<file path="src/port_switch_pkg.sv">
// constants and types shared by the parallel port mode switch
package port_switch_pkg;

  // ------------------------------------------------------------
  // entry sequence and mode bytes
  // ------------------------------------------------------------
  // key bytes written in order; [0] comes first
  localparam logic [3:0][7:0] ENTRY_KEY = {8'h5a, 8'h3c, 8'hc3, 8'ha5};
  localparam logic [2:0] KEY_LAST = 3'h3;
  localparam logic [7:0] MODE_NIBBLE = 8'h01;
  localparam logic [7:0] MODE_BYTE = 8'h02;
  localparam logic [7:0] MODE_EPP = 8'h03;

  // ------------------------------------------------------------
  // sizes and reset values
  // ------------------------------------------------------------
  localparam int FIFO_WIDTH = 16;
  localparam int FIFO_DEPTH = 16;
  localparam logic [3:0] CTRL_IDLE = 4'hf;
  localparam logic [4:0] STATUS_IDLE = 5'h0b;
  localparam logic [7:0] ADDR_RST = 8'h00;

  // ------------------------------------------------------------
  // types
  // ------------------------------------------------------------
  typedef enum logic [1:0] {LINK_NIBBLE, LINK_BYTE, LINK_EPP} link_e;

  typedef enum logic [2:0] {
    ST_PASS, ST_MODE, ST_IDLE, ST_WRITE, ST_READ, ST_ACK
  } st_e;

  // host control lines; in bus mode autofd is the data strobe,
  // selin the address strobe and strobe the write line
  typedef struct packed {
    logic strobe_n;
    logic autofd_n;
    logic selin_n;
    logic init_n;
  } ctrl_s;

  // status lines; the low four carry a returned nibble
  typedef struct packed {
    logic busy;
    logic ack_n;
    logic paper_end;
    logic select;
    logic error_n;
  } status_s;

  typedef struct packed {
    logic [7:0] addr;
    logic [7:0] data;
  } tlc_word_s;

endpackage : port_switch_pkg

</file>
<file path="src/parallel_port_mode_switch.sv">
// host parallel port front end: pass-through or instrument bus mode
`timescale 1ns/10ps
// How it works
// - after reset all host traffic goes straight to the pass-through port
// - host writes a key sequence then a mode byte; device detects them and enters bus mode
// - host pulsing init low ends bus mode; forwarding resumes
// - in bus mode host cycles become accesses to the bus controller
// - nibble link returns read data four bits at a time on status lines
// - EPP style cycles: strobe, device raises wait, host releases
// - three link modes: nibble, 8-bit bidirectional, EPP
// - address strobe and data strobe tell address from data cycles
module parallel_port_mode_switch (
  input wire logic clk_sys,
  input wire logic rst_n,
  input wire logic [7:0] hd_i,
  output logic [7:0] hd_o,
  output logic hd_oe_n,
  input wire port_switch_pkg::ctrl_s host_ctrl_i,
  output port_switch_pkg::status_s host_status_o,
  output logic [7:0] pt_data_o,
  output port_switch_pkg::ctrl_s pt_ctrl_o,
  input wire port_switch_pkg::status_s pt_status_i,
  output logic tlc_wr_valid,
  input wire logic tlc_wr_ready,
  output port_switch_pkg::tlc_word_s tlc_wr_data,
  output logic tlc_rd_req,
  output logic [7:0] tlc_rd_addr,
  input wire logic tlc_rd_valid,
  input wire logic [7:0] tlc_rd_data,
  output logic bus_mode_o,
  output port_switch_pkg::link_e link_mode_o
);
  import port_switch_pkg::*;

  // ------------------------------------------------------------
  // state
  // ------------------------------------------------------------
  typedef struct packed {
    logic [2:0][7:0] d_sync;
    logic [7:0] d_f;
    logic [2:0][3:0] c_sync;
    ctrl_s c_f;
    logic [2:0][4:0] s_sync;
    status_s s_f;
    st_e st;
    link_e link;
    logic [2:0] seq_idx;
    logic [7:0] addr;
    logic nib_hi;
    logic [7:0] rbyte;
    logic wait_ack;
    logic [7:0] hd_o;
    logic hd_drive;
    status_s host_st;
    logic [7:0] pt_d;
    ctrl_s pt_c;
  } state_s;

  state_s q, d;
  logic fall_wr;
  logic fifo_in_ready;
  logic fifo_in_valid;
  logic fifo_has_data;
  logic [3:0] nib;

  // ------------------------------------------------------------
  // write buffer toward the bus controller
  // ------------------------------------------------------------
  // a full buffer stalls the write state, so the host wait line
  // holds off the next strobe
  assign fifo_in_valid = (q.st == ST_WRITE);

  word_fifo #(.WIDTH(FIFO_WIDTH), .DEPTH(FIFO_DEPTH)) i_word_fifo (
    .clk_sys(clk_sys),
    .rst_n(rst_n),
    .in_valid(fifo_in_valid),
    .in_ready(fifo_in_ready),
    .in_data({q.addr, q.d_f}),
    .out_valid(fifo_has_data),
    .out_ready(tlc_wr_ready),
    .out_data(tlc_wr_data)
  );

  assign tlc_wr_valid = fifo_has_data;
  // reads wait for queued writes so they never overtake them
  assign tlc_rd_req = (q.st == ST_READ) && !fifo_has_data;
  assign tlc_rd_addr = q.addr;

  // ------------------------------------------------------------
  // next state
  // ------------------------------------------------------------
  always_comb begin
    d = q;
    nib = q.host_st[3:0];
    // three stages; a change counts when stages two and three agree
    d.d_sync = {q.d_sync[1:0], hd_i};
    d.c_sync = {q.c_sync[1:0], host_ctrl_i};
    d.s_sync = {q.s_sync[1:0], pt_status_i};
    if (q.d_sync[1] == q.d_sync[2]) begin
      d.d_f = q.d_sync[2];
    end
    if (q.c_sync[1] == q.c_sync[2]) begin
      d.c_f = q.c_sync[2];
    end
    if (q.s_sync[1] == q.s_sync[2]) begin
      d.s_f = q.s_sync[2];
    end
    fall_wr = q.c_f.strobe_n && !d.c_f.strobe_n;
    d.pt_c = CTRL_IDLE;

    case (q.st)
      ST_PASS: begin
        if (fall_wr) begin
          if (q.d_f == ENTRY_KEY[q.seq_idx[1:0]]) begin
            if (q.seq_idx == KEY_LAST) begin
              d.st = ST_MODE;
              d.seq_idx = '0;
            end else begin
              d.seq_idx = q.seq_idx + 3'h1;
            end
          end else if (q.d_f == ENTRY_KEY[0]) begin
            d.seq_idx = 3'h1;
          end else begin
            d.seq_idx = '0;
          end
        end
      end
      ST_MODE: begin
        if (fall_wr) begin
          d.st = ST_IDLE;
          case (q.d_f)
            MODE_NIBBLE: d.link = LINK_NIBBLE;
            MODE_BYTE: d.link = LINK_BYTE;
            MODE_EPP: d.link = LINK_EPP;
            default: d.st = ST_PASS;
          endcase
          d.nib_hi = 1'b0;
        end
      end
      ST_IDLE: begin
        if (!q.c_f.selin_n) begin
          if (!q.c_f.strobe_n) begin
            d.addr = q.d_f;
          end else begin
            d.hd_o = q.addr;
            d.hd_drive = (q.link != LINK_NIBBLE);
            nib = q.addr[3:0];
          end
          d.st = ST_ACK;
        end else if (!q.c_f.autofd_n) begin
          if (!q.c_f.strobe_n) begin
            d.st = ST_WRITE;
          end else if (q.link == LINK_NIBBLE && q.nib_hi) begin
            nib = q.rbyte[7:4];
            d.nib_hi = 1'b0;
            d.st = ST_ACK;
          end else begin
            d.st = ST_READ;
          end
        end
      end
      ST_WRITE: begin
        if (fifo_in_ready) begin
          d.st = ST_ACK;
        end
      end
      ST_READ: begin
        if (tlc_rd_req && tlc_rd_valid) begin
          d.rbyte = tlc_rd_data;
          if (q.link == LINK_NIBBLE) begin
            nib = tlc_rd_data[3:0];
            d.nib_hi = 1'b1;
          end else begin
            d.hd_o = tlc_rd_data;
            d.hd_drive = 1'b1;
          end
          d.st = ST_ACK;
        end
      end
      ST_ACK: begin
        // host releases both strobes to close the cycle
        if (q.c_f.selin_n && q.c_f.autofd_n) begin
          d.st = ST_IDLE;
          d.hd_drive = 1'b0;
        end
      end
      default: d.st = ST_PASS;
    endcase

    if (q.st != ST_PASS && q.st != ST_MODE && !q.c_f.init_n) begin
      d.st = ST_PASS;
      d.hd_drive = 1'b0;
      d.nib_hi = 1'b0;
    end

    d.wait_ack = (d.st == ST_ACK);
    if (d.st == ST_PASS || d.st == ST_MODE) begin
      d.pt_d = q.d_f;
      d.pt_c = q.c_f;
      d.host_st = q.s_f;
    end else begin
      d.host_st = {d.wait_ack, nib};
    end
  end

  always_ff @(posedge clk_sys) begin
    if (!rst_n) begin
      q <= '0;
      q.c_sync <= {3{CTRL_IDLE}};
      q.c_f <= CTRL_IDLE;
      q.s_sync <= {3{STATUS_IDLE}};
      q.s_f <= STATUS_IDLE;
      q.host_st <= STATUS_IDLE;
      q.pt_c <= CTRL_IDLE;
      q.addr <= ADDR_RST;
    end else begin
      q <= d;
    end
  end

  // ------------------------------------------------------------
  // outputs
  // ------------------------------------------------------------
  assign hd_o = q.hd_o;
  assign hd_oe_n = !q.hd_drive;
  assign host_status_o = q.host_st;
  assign pt_data_o = q.pt_d;
  assign pt_ctrl_o = q.pt_c;
  assign bus_mode_o = (q.st != ST_PASS) && (q.st != ST_MODE);
  assign link_mode_o = q.link;
endmodule : parallel_port_mode_switch

</file>
<file path="src/word_fifo.sv">
// small synchronous fifo with valid/ready on both sides
`timescale 1ns/10ps
module word_fifo #(
  parameter int WIDTH = 16,
  parameter int DEPTH = 16
) (
  input wire logic clk_sys,
  input wire logic rst_n,
  input wire logic in_valid,
  output logic in_ready,
  input wire logic [WIDTH-1:0] in_data,
  output logic out_valid,
  input wire logic out_ready,
  output logic [WIDTH-1:0] out_data
);
  localparam int AW = $clog2(DEPTH);

  typedef struct packed {
    logic [AW-1:0] wr;
    logic [AW-1:0] rd;
    logic [AW:0] count;
  } fifo_s;

  fifo_s q, d;
  logic [WIDTH-1:0] mem [DEPTH];
  logic push, pop;

  // count is one bit wider than the pointers so a full buffer reads DEPTH
  assign in_ready = (q.count != (AW+1)'(DEPTH));
  assign out_valid = (q.count != '0);
  assign out_data = mem[q.rd];
  assign push = in_valid && in_ready;
  assign pop = out_valid && out_ready;

  always_comb begin
    d = q;
    if (push) begin
      d.wr = q.wr + 1'b1;
    end
    if (pop) begin
      d.rd = q.rd + 1'b1;
    end
    d.count = q.count + {{AW{1'b0}}, push} - {{AW{1'b0}}, pop};
  end

  always_ff @(posedge clk_sys) begin
    if (!rst_n) begin
      q <= '0;
    end else begin
      q <= d;
    end
  end

  // storage carries no reset; only the pointers and count need one
  always_ff @(posedge clk_sys) begin
    if (push) begin
      mem[q.wr] <= in_data;
    end
  end

endmodule : word_fifo
</file>
<file path="config.mk">
export PLATFORM = sky130hd
export DESIGN_NAME = parallel_port_mode_switch
export DESIGN_NICKNAME = d
export VERILOG_FILES = /design/src/port_switch_pkg.sv /design/src/parallel_port_mode_switch.sv /design/src/word_fifo.sv
export SDC_FILE = /design/constraint.sdc
export NUM_CORES = 1
export LEC_CHECK = 0
export BUFFER_PORTS_ARGS = -buffer_cell sky130_fd_sc_hd__buf_2
export CAP_MARGIN = 20
export CORE_MARGIN = 2
export CORE_UTILIZATION = 55
export DETAILED_ROUTE_END_ITERATION = 8
export MAX_ROUTING_LAYER = met4
export PLACE_DENSITY = 0.82
export SETUP_SLACK_MARGIN = 0.02
export SLEW_MARGIN = 25
export SYNTH_ARGS = -nofsm -noshare
export SYNTH_HDL_FRONTEND = slang
export SYNTH_SLANG_ARGS = --single-unit
export TNS_END_PERCENT = 1
</file>
<file path="constraint.sdc">
create_clock -name clk_sys -period 8.2 [get_ports clk_sys]
set_clock_uncertainty 0.15 [all_clocks]
set_input_delay 0.82 -clock clk_sys [delete_from_list [all_inputs] [get_ports clk_sys]]
set_output_delay 0.82 -clock clk_sys [all_outputs]
set_load 0.01 [all_outputs]
</file>
======== After elaboration in Yosys (flattened, before gate mapping) ========
Memory sizes are Yosys's and may differ from the RTL's. A register that Yosys moved wholly into a read port is not among the register bits.
Cells that the tools add are included.
operators by class
  muxes and demuxes ....................... 49
  bitwise operators ....................... 3
  $add $sub $neg .......................... 5
  $lt $le $gt $ge ......................... 1
  reduce and logical (&&, ||, !) cells .... 36
  equal/unequal tests ..................... 34
operators with widths
  cell                   count
  $mux W9                5
  $mux W4                10
  $mux W3                12
  $pmux W3 S6            1
  $bmux W8 S2            1
  $eq A8 B2 Y1 const B   2
  $eq A8 B8 Y1           2
  $ne A2 B2 Y1 const B   8
  $ne A4 B4 Y1 const B   4
  $pmux W8 S2            1
  $reduce_bool A3 Y1     5
  $mux W1                11
  $mux W5                2
  $eq A3 B2 Y1 const B   3
  $eq A3 B3 Y1 const B   3
  $logic_and A1 B1 Y1    9
  $ne A3 B1 Y1 const B   3
  $add A4 B1 Y4 const B  2
  $eq A8 B1 Y1 const B   1
  $eq A8 B8 Y1 const B   1
  $mux W8                1
  $pmux W4 S2            1
  $reduce_and A8 Y1      1
  $reduce_and A7 Y1      1
  other kinds (25)       38
word-level totals
  memories ................................ 1
  output and inout bits ................... 55
  register bits after elaboration ......... 132
  bits of input ports ..................... 29
  RAM bits ................................ 256
memory list
  name             depth  bits a word  rd ports  clocked after Yosys merged registers in  write ports  RTL line         source
  i_word_fifo.mem  16     16           1         1                                        1            word_fifo.sv:25  logic [WIDTH-1:0] mem [DEPTH];

======== Longest topological paths before layout ========
Gate-level depths: netlist of the first run.
  word-level depth ........................ 12
  depth in mapped cells ................... 15
  gate-level depth less buffers ........... 14

======== Modules after synthesis ========
From an unflattened synthesis of the first run, not the netlist that was laid out.
second synthesis, totals
  cell total of the unflattened synthesis .. 1,015
  area total of the unflattened synthesis .. 15,309.7 sq um
by module, submodules not included
  module                     cells each  area each (sq um)  instances  sequential area each (sq um)
  word_fifo                  503         10,575.1           1          8,027.7
  parallel_port_mode_switch  512         4,734.5            1          2,302.2

======== Worst setup path before layout of the first run ========
No wires, ideal clock.
  path type ............................... reg-to-reg
  from .................................... register q[50] (netlist bit)
  to ...................................... memory i_word_fifo.mem[3][0], enable pin
  path buffers ............................ 0
  path slack .............................. 5,065 ps
  cell stages (with the launch flop) ...... 6
  data required time ...................... 7,641 ps
  clock period less this slack ............ 3,135 ps
  arrival ................................. 2,576 ps
  library setup time ...................... 409 ps
  path through ............................ dfxtp_1 -> nor2b_1 -> nand2_1 -> nor2_1 -> nand2_1 -> nor3_1
between the ends
  longest elaborated chain between the ends .. 4
ends and longest elaborated chain
  element                        RTL line                         source
  from (decl)                    parallel_port_mode_switch.sv:59  state_s q, d;
  $eq A3 B2 Y1                   parallel_port_mode_switch.sv:71  assign fifo_in_valid = (q.st == ST_WRITE);
  $logic_and A1 B1 Y1            word_fifo.sv:32                  assign push = in_valid && in_ready;
  net i_word_fifo.push           word_fifo.sv:26                  logic push, pop;
  $mux W1                        word_fifo.sv:56                  if (push) begin
  $mux W1 (not written as such)  word_fifo.sv:57                  mem[q.wr] <= in_data;
  to (decl)                      word_fifo.sv:25
The timed path passes the listed nets, and every way through them passes these cells.

==> summary.md, run 1 <==
| Metric | Value |
|---|---|
| Syn avg cell area | 15.8 sq um |
| Fmax achieved | 0.248 GHz |
| Area leader, netlist | edfxtp_1 |
| Via count | 8,262 |
| Sink Count | 388 |
| Max-slew violation count | 0 |
| CP endpoint kind | primary output |
| Number of remaining DRC errors | 0 |
| Hold crit path type | register to register |
| Slew HR | 31.8% |
| Clock share of power | 39.7% |
| Int Pwr | 3540 uW |
| Synth warn | 0 |
| Max-cap violations | 0 |
| # setup viols final | 0 |
| Setup TNS | 0 ps |
| Final worst-path cycle share | 49.1% |
| Crit-path cells | buf_6 -> mux4_2 -> mux4_2 -> buf_2 |
| EDFF count, synth | 256 |
| VDD IR-drop max | 0.171 mV |
| Global-route wire length before repair | 49,800 um |
| Rows | 60 |
| Cts hold-fix bufs | 0 |
| TritonCTS buffer count | 39 |
| Vias in the first global route | 8,270 |
| Dominant cells by area after synthesis | edfxtp_1 (51%), dfxtp_1 (17%), mux4_2 (12%) |
| Top-area cell type share of the netlist area | 50.6% |
| Initial antenna violation count | 0 |
| Total grt overflow | 0 |
| PortBufs | 83 |
| Post-Syn Area | 0.0152 sq mm |
| WL/cell | 23.9 um |
| Worst Reg-to-Reg Cells | 6 |
| PwrDens | 268 mW/mm^2 |
| Post-route ant nets | 0 |
| Drt total wl | 33,300 um |
| Critical path class | register to primary output |
| Largest net degree at the start of global routing | 84 |
| Post-DP HPWL | 19,000 um |
| Psw | 1050 uW |
| CTS tree | yes |
| Comb power frac | 13.6% |
| Clk Latency, worst-skew pair | 530 ps |
| N_diodes | 0 |
| Final Hold Fails | 0 |
| CP max stage delay | 640 ps |
| 1st-iter DRT viols | 827 |
| Total GRT Usage | 24.3% |
| Slew @ Worst Pin | 1020 ps |
| Worst Path Required | 7230 ps |
| Ports | 84 |
| Die ar. | 0.0290 sq mm |
| Clock Tree Buf Depth | 3 |
| Placer Congestion | 0.862 |
| Synth Flop Type | edfxtp_1 |
| H-Tree Depth | 2 |
| Count of state elements after synthesis | 388 |
| Fin util | 63.3% |
| Sequential power share | 46.7% |
| Clk slew on worst S/H paths | 60 ps |
| Layout overhead on the synthesized area | 12.5% |
| Register-to-register setup slack | 4710 ps |
| Core box area | 0.0270 sq mm |
| CTS Root Cell | clkbuf_16 |
| CP arrival | 3060 ps |
| Syn Inst Count | 960 |
| WHS Path Cells | 1 |
| Syn Nets | 1,004 |
| Standby leakage power | 0.00608 uW |
| Worst Path Max Fanout | 50 |
| CP max stage cell | mux4_2 |
| # Post-CTS Setup Buffers | 0 |
| Status | completed |
| Most used cell, CP | mux4_2 |
| Final #Nets | 1,066 |
| Share of layout cells above drive strength 1 | 25.5% |
| Drt first pass iters | 5 |
| Post-synthesis sequential area ratio | 68.0% |
| Die extent in y | 170 um |
| Vias per Instance | 5.94 |
| Ys async rst share | 0% |
| Cell variety after synth | 58 |
| Die Wd | 170 um |
| Sw Ratio | 22.9% |
| Unrepaired setup endpoints after global routing | false |
| Startpoint types | register |
| Final min period | 4030 ps |
| Post-CTS sizing | 0 |
| Starting Density | 56.2% |
## through the flow
stage                     power (uW)  hold slack, ps  std cells  worst slack, ps  instance area (sq um)
final                           4590             256       1392             4170                  17100
after global routing            4740             267       1392             4000                  17100
after CTS                       4630             257       1392             3850                  17100
after detailed placement        2800             243       1322             4500                  15800
after global placement          2780             239       1322             4580                  15700
after floorplan                 2670             236        960             5060                  15200
## worst max-delay path: cells and delay by family, from the launching register on
kind,cells,cell delay (ps)
flops,1,540
buf+inv,2,780
mux,2,1160
## area by class of cell
type | instances | area (sq um)
tap | 341 | 427
fill | 1903 | 9930
inverter | 18 | 67.6
clock inverter | 23 | 294
multi-input combinational | 471 | 4360
clock buffer | 47 | 1040
timing repair buffer | 104 | 577
sequential | 388 | 10300
## worst paths after layout
path,to,startpoint
worst max-delay path,tlc_wr_data[6],register
worst max register to register,i_word_fifo.mem[14][14]$_DFFE_PP_,q[50]$_SDFF_PN0_
worst min register to register,d[67]$_SDFF_PN1_,d[62]$_SDFF_PN1_
worst min-delay path,d[67]$_SDFF_PN1_,d[62]$_SDFF_PN1_
## logic make-up after synthesis
| logic type | Yosys count | synth area share, % |
|---|---|---|
| AO/OA/AOI/OAI | 69 | 3.01 |
| XOR/XNOR | 26 | 1.70 |
| adder cells (fa/ha/maj) | 15 | 1.28 |
| buffers and inverters | 101 | 3.60 |
| flip-flops | 388 | 68.0 |
| multiplexers | 116 | 14.2 |
| AND/OR/NAND/NOR | 245 | 8.23 |
## synth_stat cells, types with 2 or more instances
cell / number
a211oi_1: 2
a21oi_1: 15
a311oi_1: 9
a31oi_1: 4
and2_1: 32
and3_1: 4
buf_1: 6
buf_2: 8
buf_4: 37
clkbuf_1: 30
dfxtp_1: 132
edfxtp_1: 256
ha_1: 14
inv_1: 17
mux2i_1: 36
mux4_2: 80
nand2_1: 58
nand2b_1: 27
nand3_1: 15
nand4_1: 3
nor2_1: 65
nor2b_1: 4
nor3_1: 11
nor4_1: 6
nor4b_1: 2
o21ai_0: 23
o22ai_1: 2
o31a_1: 3
or3_1: 7
xnor2_1: 5
xnor2_2: 4
xor2_1: 17
## layer usage
metal | vias up | routed length, um | part of all wire [%] | global-route usage [%]
li1 | 3678 | - | - | -
met1 | 4153 | 12600 | 38 | 30.6
met2 | 362 | 17200 | 52 | 40.6
met3 | 69 | 2550 | 7.7 | 4.02
met4 | 0 | 903 | 2.7 | 7.62
met5 | - | 0 | 0 | -
## sequential cells by signal (all words and copies together), names as in the netlist, named ones only
name	cells
hd_o	8
host_status_o	5
i_word_fifo.mem	256
tlc_rd_addr	8
pt_ctrl_o	4
link_mode_o	2
pt_data_o	8
q	46
d	34
i_word_fifo.q	13
## power groups by stage
stage               clock [uW]  combinational (uW)  sequential [uW]
CTS                       1850                 635             2140
finish                    1820                 626             2140
floorplan                    0                 520             2150
detailed placement           0                 621             2180
global placement             0                 598             2180
global route              1920                 679             2150
## layout by cell type, fill, tap and decap left out, drive strengths merged, types with 2 or more instances in the layout
cell type | netlist | routed
edfxtp | 256 | 256
dfxtp | 132 | 132
buf | 53 | 104
mux4 | 80 | 80
nor2 | 66 | 66
nand2 | 58 | 58
clkbuf | 30 | 47
mux2i | 36 | 36
and2 | 32 | 32
nand2b | 27 | 27
o21ai | 24 | 24
inv | 18 | 19
xor2 | 17 | 17
a21oi | 16 | 16
nand3 | 15 | 15
clkinv | 0 | 15
ha | 14 | 14
nor3 | 11 | 11
a311oi | 9 | 9
xnor2 | 9 | 9
or3 | 7 | 7
nor4 | 6 | 6
bufinv | 0 | 6
and3 | 4 | 4
a31oi | 4 | 4
nor2b | 4 | 4
nand4 | 4 | 4
o31a | 3 | 3
nor4b | 3 | 3
a211oi | 3 | 3
o22ai | 2 | 2
or4 | 2 | 2
nor3b | 2 | 2
No activity file was read; power rests on OpenSTA's default activity.
==> run 2: changes to the inputs <==
--- a/config.mk
+++ b/config.mk
@@ -5,6 +5,7 @@
 export SDC_FILE = /design/constraint.sdc
 export NUM_CORES = 1
 export LEC_CHECK = 0
+export ABC_AREA = 1
 export BUFFER_PORTS_ARGS = -buffer_cell sky130_fd_sc_hd__buf_2
 export CAP_MARGIN = 20
 export CORE_MARGIN = 2
==> constraint.sdc (replaced) <==
create_clock -name clk_sys -period 4.2 [get_ports clk_sys]
set_clock_uncertainty 0.15 [all_clocks]
set_input_delay 0.42 -clock clk_sys [delete_from_list [all_inputs] [get_ports clk_sys]]
set_output_delay 0.42 -clock clk_sys [all_outputs]
set_load 0.01 [all_outputs]
==> run 2 against run 1 <==
Against the previous run:
- core utilization is 0.15 points lower
- synthesized cell count is 49% higher
- combinational power is 120% higher
- non-clock buffer count is 30 higher
- register-to-register slack worse by 3500 ps
- worst setup slack worse by 3200 ps
- clock power is 99% higher
- routed wire length is 6.4% higher
- power is 100% higher
- flip-flop and latch count stayed put
==> summary.md, run 2 <==
| Metric | Value |
|---|---|
| Hold_sp | tlc_rd_data[1] |
| Number of remaining DRC errors | 0 |
| Top-area cell type share of the netlist area | 48.5% |
| WL/cell | 18.4 um |
| CP arrival | 2640 ps |
| Worst Path Required | 3630 ps |
| Register area | 0.0103 sq mm |
| # setup viols final | 0 |
| TritonCTS buffer count | 40 |
| # Post-CTS Setup Buffers | 0 |
| Final Hold Fails | 0 |
| Max-slew violation count | 0 |
| Ys async rst share | 0% |
| Syn Nets | 1,471 |
| Total GRT Usage | 24.2% |
| CP endpoint kind | primary output |
| PortBufs | 83 |
| Number of filler cells placed in the layout | 2,211 |
| Slew @ Worst Pin | 1050 ps |
| Metal2 WL | 17,200 um |
| Clk slew on worst S/H paths | 70 ps |
| Fmax achieved | 0.311 GHz |
| Starting Density | 55.5% |
| Count leader, synth | edfxtp_1 |
| Post-Syn Area | 0.0159 sq mm |
| Vias in the first global route | 10.6k |
| Die ar. | 0.0302 sq mm |
| Share of layout cells above drive strength 1 | 15.4% |
| Post-synthesis sequential area ratio | 65.2% |
| Clk Latency, worst-skew pair | 530 ps |
| Area leader, netlist | edfxtp_1 |
| Syn Inst Count | 1,427 |
| Post-DP HPWL | 20,500 um |
| Total grt overflow | 0 |
| Via count | 10.6k |
| Synth Flop Type | edfxtp_1 |
| Worst Path Max Fanout | 49 |
| Metal3 WL | 2660 um |
| Die Wd | 174 um |
| Count of state elements after synthesis | 388 |
| Post-CTS sizing | 0 |
| Sequential power share | 46.3% |
| Most flops, register | i_word_fifo.mem |
| Psw | 2420 uW |
| N_diodes | 0 |
| Multi-input gate area | 0.00429 sq mm |
| Hold crit path type | primary input to register |
| Standby leakage power | 0.00703 uW |
| Max-cap violations | 0 |
| Most frequent cells in the layout | edfxtp_1 (256), inv_1 (177), nand2_1 (157), o21ai_0 (142), dfxtp_1 (130) |
| Setup TNS | 0 ps |
| Max reg flops | 256 |
| CTS tree | yes |
| Status | completed |
| Routed length on met1 | 14,300 um |
| Top Metal Used | met4 |
| Drt first pass iters | 5 |
| Leading cell type in the layout, fill and taps excluded | edfxtp_1 |
| Unrepaired setup endpoints after global routing | false |
| Syn avg cell area | 11.1 sq um |
| Rows | 62 |
| Global-route wire length before repair | 55,500 um |
| Die extent in y | 174 um |
| Final min period | 3210 ps |
| CTS Root Cell | clkbuf_16 |
| Sink Count | 388 |
| Sw Ratio | 26.1% |
| Largest net degree at the start of global routing | 80 |
| Critical path class | register to primary output |
| VDD IR-drop max | 0.306 mV |
| Placer Congestion | 0.861 |
| Dominant cells by area after synthesis | edfxtp_1 (49%), dfxtp_1 (17%), o21ai_0 (4.5%) |
| Final #Nets | 1,549 |
| Ports | 84 |
| Synth warn | 0 |
| Core box area | 0.0285 sq mm |
| Initial antenna violation count | 0 |
| Clock share of power | 39.0% |
| Layout overhead on the synthesized area | 13.7% |
| Post-route ant nets | 0 |
| EDFF count, synth | 256 |
| Startpoint types | register |
| Cell variety after synth | 41 |
| PwrDens | 514 mW/mm^2 |
| 1st-iter DRT viols | 1,151 |
| Hold slack | 184 ps |
| H-Tree Depth | 2 |
| Synth top cells by count | edfxtp_1 (256), inv_1 (177), nand2_1 (157) |
| Comb power frac | 14.7% |
| Reg-to-reg startpoint | i_word_fifo.q[3]$_SDFF_PN0_ |
| Int Pwr | 6840 uW |
| Final worst-path cycle share | 76.5% |
| Slew HR | 30.2% |
| Drt total wl | 35,400 um |
| Clock Tree Buf Depth | 3 |
| Vias per Instance | 5.52 |
[run 2: cell count changes in the layout (fill, tap and decap cells not counted), moves of 27 or more]
cell / delta
inv_1: +160
o21ai_0: +119
a21oi_1: +101
nand2_1: +99
mux4_2: -80
o211ai_1: +67
and2_1: -32
mux2i_1: +28
nand2b_1: -27
[run 2: final timing paths]
kind	end	slack, ps	depth (start not counted)
min	host_status_o[1]$_SDFFE_PN1P_	180	5
max reg2reg	i_word_fifo.q[4]$_SDFF_PN0_	1230	14
max	tlc_wr_data[7]	990	7
min reg2reg	d[112]$_SDFF_PN0_	260	2
[run 2: routing by layer]
| metal | global-route usage, % | vias up |
|---|---|---|
| met5 | - | - |
| met1 | 30.1 | 5018 |
| li1 | - | 5032 |
| met4 | 8.96 | 0 |
| met2 | 40.0 | 453 |
| met3 | 4.04 | 96 |
[run 2: metrics by stage]
| step | total power [uW] | utilization (%) | area, sq um | worst slack (ps) | cells |
|---|---|---|---|---|---|
| 6_report | 9270 | 63.1 | 18000 | 987 | 1919 |
| 3_3_place_gp | 5650 | 57.6 | 16500 | 1530 | 1826 |
| 5_1_grt | 9630 | 63.1 | 18000 | 816 | 1919 |
| 4_1_cts | 9310 | 63.1 | 18000 | 952 | 1919 |
| 2_1_floorplan | 5320 | - | 15900 | 1580 | 1427 |
| 3_5_place_dp | 5700 | 57.6 | 16500 | 1310 | 1826 |
[run 2: worst max-delay path, stage by stage, from the launching register on]
cell	delay [ps]
dfxtp_4	720
buf_4	510
a21oi_1	170
o21ai_0	150
o211ai_1	130
o211ai_1	150
nand2_1	110
buf_2	150
[run 2: logic make-up after synthesis]
kind of cell,count (synthesis),share of synthesized area [%]
AOI/OAI and AO/OA,347,12.4
xor gates and xnor gates,9,0.497
adders and majority gates,15,1.23
buffers and inverters,285,7.76
DFF,388,65.2
muxes,64,4.04
and+or+nand+nor,319,8.89
[run 2: cell type report]
type	instances	share of cell area [%]
clock buffers	51	6.13
clock inverters	21	1.39
inverters	187	3.91
multi-input cells	754	23.8
flip-flops and latches	388	57.4
well taps	384	2.67
repair buffers	134	4.72
[run 2: timing repair]
action | CTS | global route
endpoints found under the setup margin | 0 | 0
endpoints found under the hold margin | 21 | 0
hold buffers | 21 | 0
[run 2: power by group through the flow]
stage	Sequential [uW]	Clock, uW	Combinational (uW)
2_1_floorplan	4300	0	1020
3_3_place_gp	4360	0	1290
3_5_place_dp	4370	0	1330
4_1_cts	4290	3660	1360
5_1_grt	4300	3810	1510
6_report	4290	3620	1360
==> run 3: changes to the inputs <==
--- a/config.mk
+++ b/config.mk
@@ -5,14 +5,14 @@
 export SDC_FILE = /design/constraint.sdc
 export NUM_CORES = 1
 export LEC_CHECK = 0
-export ABC_AREA = 1
+export ABC_AREA = 0
 export BUFFER_PORTS_ARGS = -buffer_cell sky130_fd_sc_hd__buf_2
 export CAP_MARGIN = 20
 export CORE_MARGIN = 2
 export CORE_UTILIZATION = 55
 export DETAILED_ROUTE_END_ITERATION = 8
 export MAX_ROUTING_LAYER = met4
-export PLACE_DENSITY = 0.82
+export PLACE_DENSITY = 0.85
 export SETUP_SLACK_MARGIN = 0.02
 export SLEW_MARGIN = 25
 export SYNTH_ARGS = -nofsm -noshare
==> constraint.sdc (replaced) <==
create_clock -name clk_sys -period 2.9 [get_ports clk_sys]
set_clock_uncertainty 0.15 [all_clocks]
set_input_delay 0.29 -clock clk_sys [delete_from_list [all_inputs] [get_ports clk_sys]]
set_output_delay 0.29 -clock clk_sys [all_outputs]
set_load 0.01 [all_outputs]
==> run 3 against run 2 <==
Against the previous run:
- critical path depth fell by 3
- the run now ends with negative setup slack left
- cell count down 24%
- via count fell by 18%
- highest routed layer unchanged
- largest cell class unchanged
- global-route usage increased by 0.82 points
- clock power rose by 36%
- power grew 43%
==> summary.md, run 3 (synthesis gave the netlist of run 1 again) <==
| Metric | Value |
|---|---|
| Bufs and invs on worst path | 2 |
| Clock Tree Buf Depth | 3 |
| Initial antenna violation count | 0 |
| Rows | 60 |
| Post-route ant nets | 0 |
| N_diodes | 0 |
| Tot Pwr | 13,300 uW |
| 1st-iter DRT viols | 874 |
| Ports | 84 |
| CP max stage delay | 600 ps |
| Vias in the first global route | 8,855 |
| Final worst-path cycle share | 100% |
| Worst Path Required | 2460 ps |
| Crit path max-delay family | multiplexers |
| Status | complete, but fails checks |
| Final Hold Fails | 0 |
| Clk slew on worst S/H paths | 60 ps |
| Total grt overflow | 0 |
| Failing checks | negative setup slack |
| Placed cells | 1,353 |
| CP arrival | 2470 ps |
| Hold crit path type | primary input to register |
| Max reg flops | 256 |
| Post-route setup slack | -13.1 ps |
| CP max stage cell | mux4_2 |
| Standby leakage power | 0.00642 uW |
| Die ar. | 0.0290 sq mm |
| Finished Layout Cells | 1,456 |
| Max-slew violation count | 0 |
| Post-DP HPWL | 19,400 um |
| Starting Density | 56.2% |
| Slew HR | 46.9% |
| Total GRT Usage | 25.0% |
| Most flops, register | i_word_fifo.mem |
| Crit-path cells | buf_12 -> mux4_2 -> mux4_2 -> buf_6 |
| Die Wd | 170 um |
| Drt total wl | 34,800 um |
| CP endpoint kind | primary output |
| CTS tree | yes |
| Number of remaining DRC errors | 0 |
| Pre-CTS setup slack | 86.4 ps |
| Via count | 8,651 |
| Most used cell, CP | mux4_2 |
| WL/cell | 23.9 um |
| Most frequent cells in the layout | edfxtp_1 (256), dfxtp_1 (130), mux4_2 (80), buf_2 (75), nor2_1 (65) |
| Leading cell type in the layout, fill and taps excluded | edfxtp_1 |
| Critical path class | register to primary output |
| Layout overhead on the synthesized area | 16.7% |
| PwrDens | 748 mW/mm^2 |
| CTS Root Cell | clkbuf_16 |
| PortBufs | 83 |
| Fmax achieved | 0.343 GHz |
| Drt first pass iters | 5 |
| Share of layout cells above drive strength 1 | 27.0% |
| H-Tree Depth | 2 |
| Clk Latency, worst-skew pair | 530 ps |
| Sink Count | 388 |
| Slew @ Worst Pin | 796 ps |
| Final min period | 2910 ps |
| Largest net degree at the start of global routing | 65 |
| Unrepaired setup endpoints after global routing | true |
| Vias per Instance | 5.94 |
| TritonCTS buffer count | 38 |
| Core box area | 0.0270 sq mm |
| Max-cap violations | 0 |
| Worst Path Max Fanout | 12 |
| Final #Nets | 1,130 |
| # setup viols final | 4 |
| Startpoint types | register |
| VDD IR-drop max | 0.471 mV |
| Number of filler cells placed in the layout | 1,799 |
| Placer Congestion | 0.867 |
| Global-route wire length before repair | 51,400 um |
| Die extent in y | 170 um |
run 3: cell count changes in the layout (fill, tap and decap cells not counted), sizes merged, moves of 19 or more:
cell | previous run | this run
buf | 113 | 142
a21oi | 125 | 16
nand2b | 0 | 27
inv | 186 | 21
nand2 | 170 | 58
and2 | 0 | 32
o211ai | 68 | 1
nand3 | 39 | 15
mux4 | 0 | 80
or2 | 19 | 0
mux2i | 64 | 36
o21ai | 146 | 24
run 3: cell type report:
class	count	area, sq um	area share (%)
Clock inverter	21	223	1.26
Sequential cell	388	10300	58.2
Tap cell	341	427	2.40
Clock buffer	48	1030	5.80
Timing Repair Buffer	169	1310	7.35
Inverter	18	67.6	0.381
Multi-Input combinational cell	471	4360	24.6
run 3: path summary, 6_finish.rpt:
path                                    start                     endpoint  slack (ps)  cells after the start
setup / recovery                     register               tlc_wr_data[5]         -10                      4
hold / removal                          rst_n           q[53]$_SDFFE_PN1N_          70                      3
setup reg to reg  i_word_fifo.q[2]$_SDFF_PN0_  i_word_fifo.q[4]$_SDFF_PN0_         200                     14
hold reg to reg              d[63]$_SDFF_PN1_             d[68]$_SDFF_PN1_         260                      1
run 3: what timing repair did:
item,in CTS,in global routing
gates resized for setup,7,8
hold endpoints to repair,29,0
setup endpoints to repair,16,16
buffers inserted,5,1
cloned,2,1
hold buffers,25,0
run 3: metrics by stage:
step / area (sq um) / setup TNS (ps) / hold slack, ps / util [%]
after floorplan: 15200 / -9330 / 236 / -
after global routing: 17700 / -653 / 82.9 / 65.7
after CTS: 17700 / -241 / 46.0 / 65.4
after detailed placement: 16000 / 0 / 243 / 59.3
after global placement: 16000 / 0 / 239 / 59.3
final: 17700 / -33.8 / 65.6 / 65.7
run 3: power breakdown:
part / switching [uW] / internal (uW) / total [uW]
clock network: 2040 / 2890 / 4940
logic: 978 / 1350 / 2330
registers: 93.3 / 5920 / 6020
run 3: routing by layer:
layer,vias to the layer above,track usage [%],part of all wire (%)
li1,3825,-,-
met1,4297,30.0,36
met2,433,42.4,52
met3,96,4.23,7.7
met4,0,10.2,4.0
met5,-,-,0
run 3: worst reg2reg max path: stages, from the launching register on:
cell and delay [ps]:
dfxtp_1 310, inv_1 70, ha_1 170, nor4b_4 220, and2b_1 220, ha_1 270
inv_1 40, ha_1 190, inv_1 80, fa_1 200, inv_1 50, a21oi_1 130
nor2_1 60, or3_1 330, a21oi_1 140
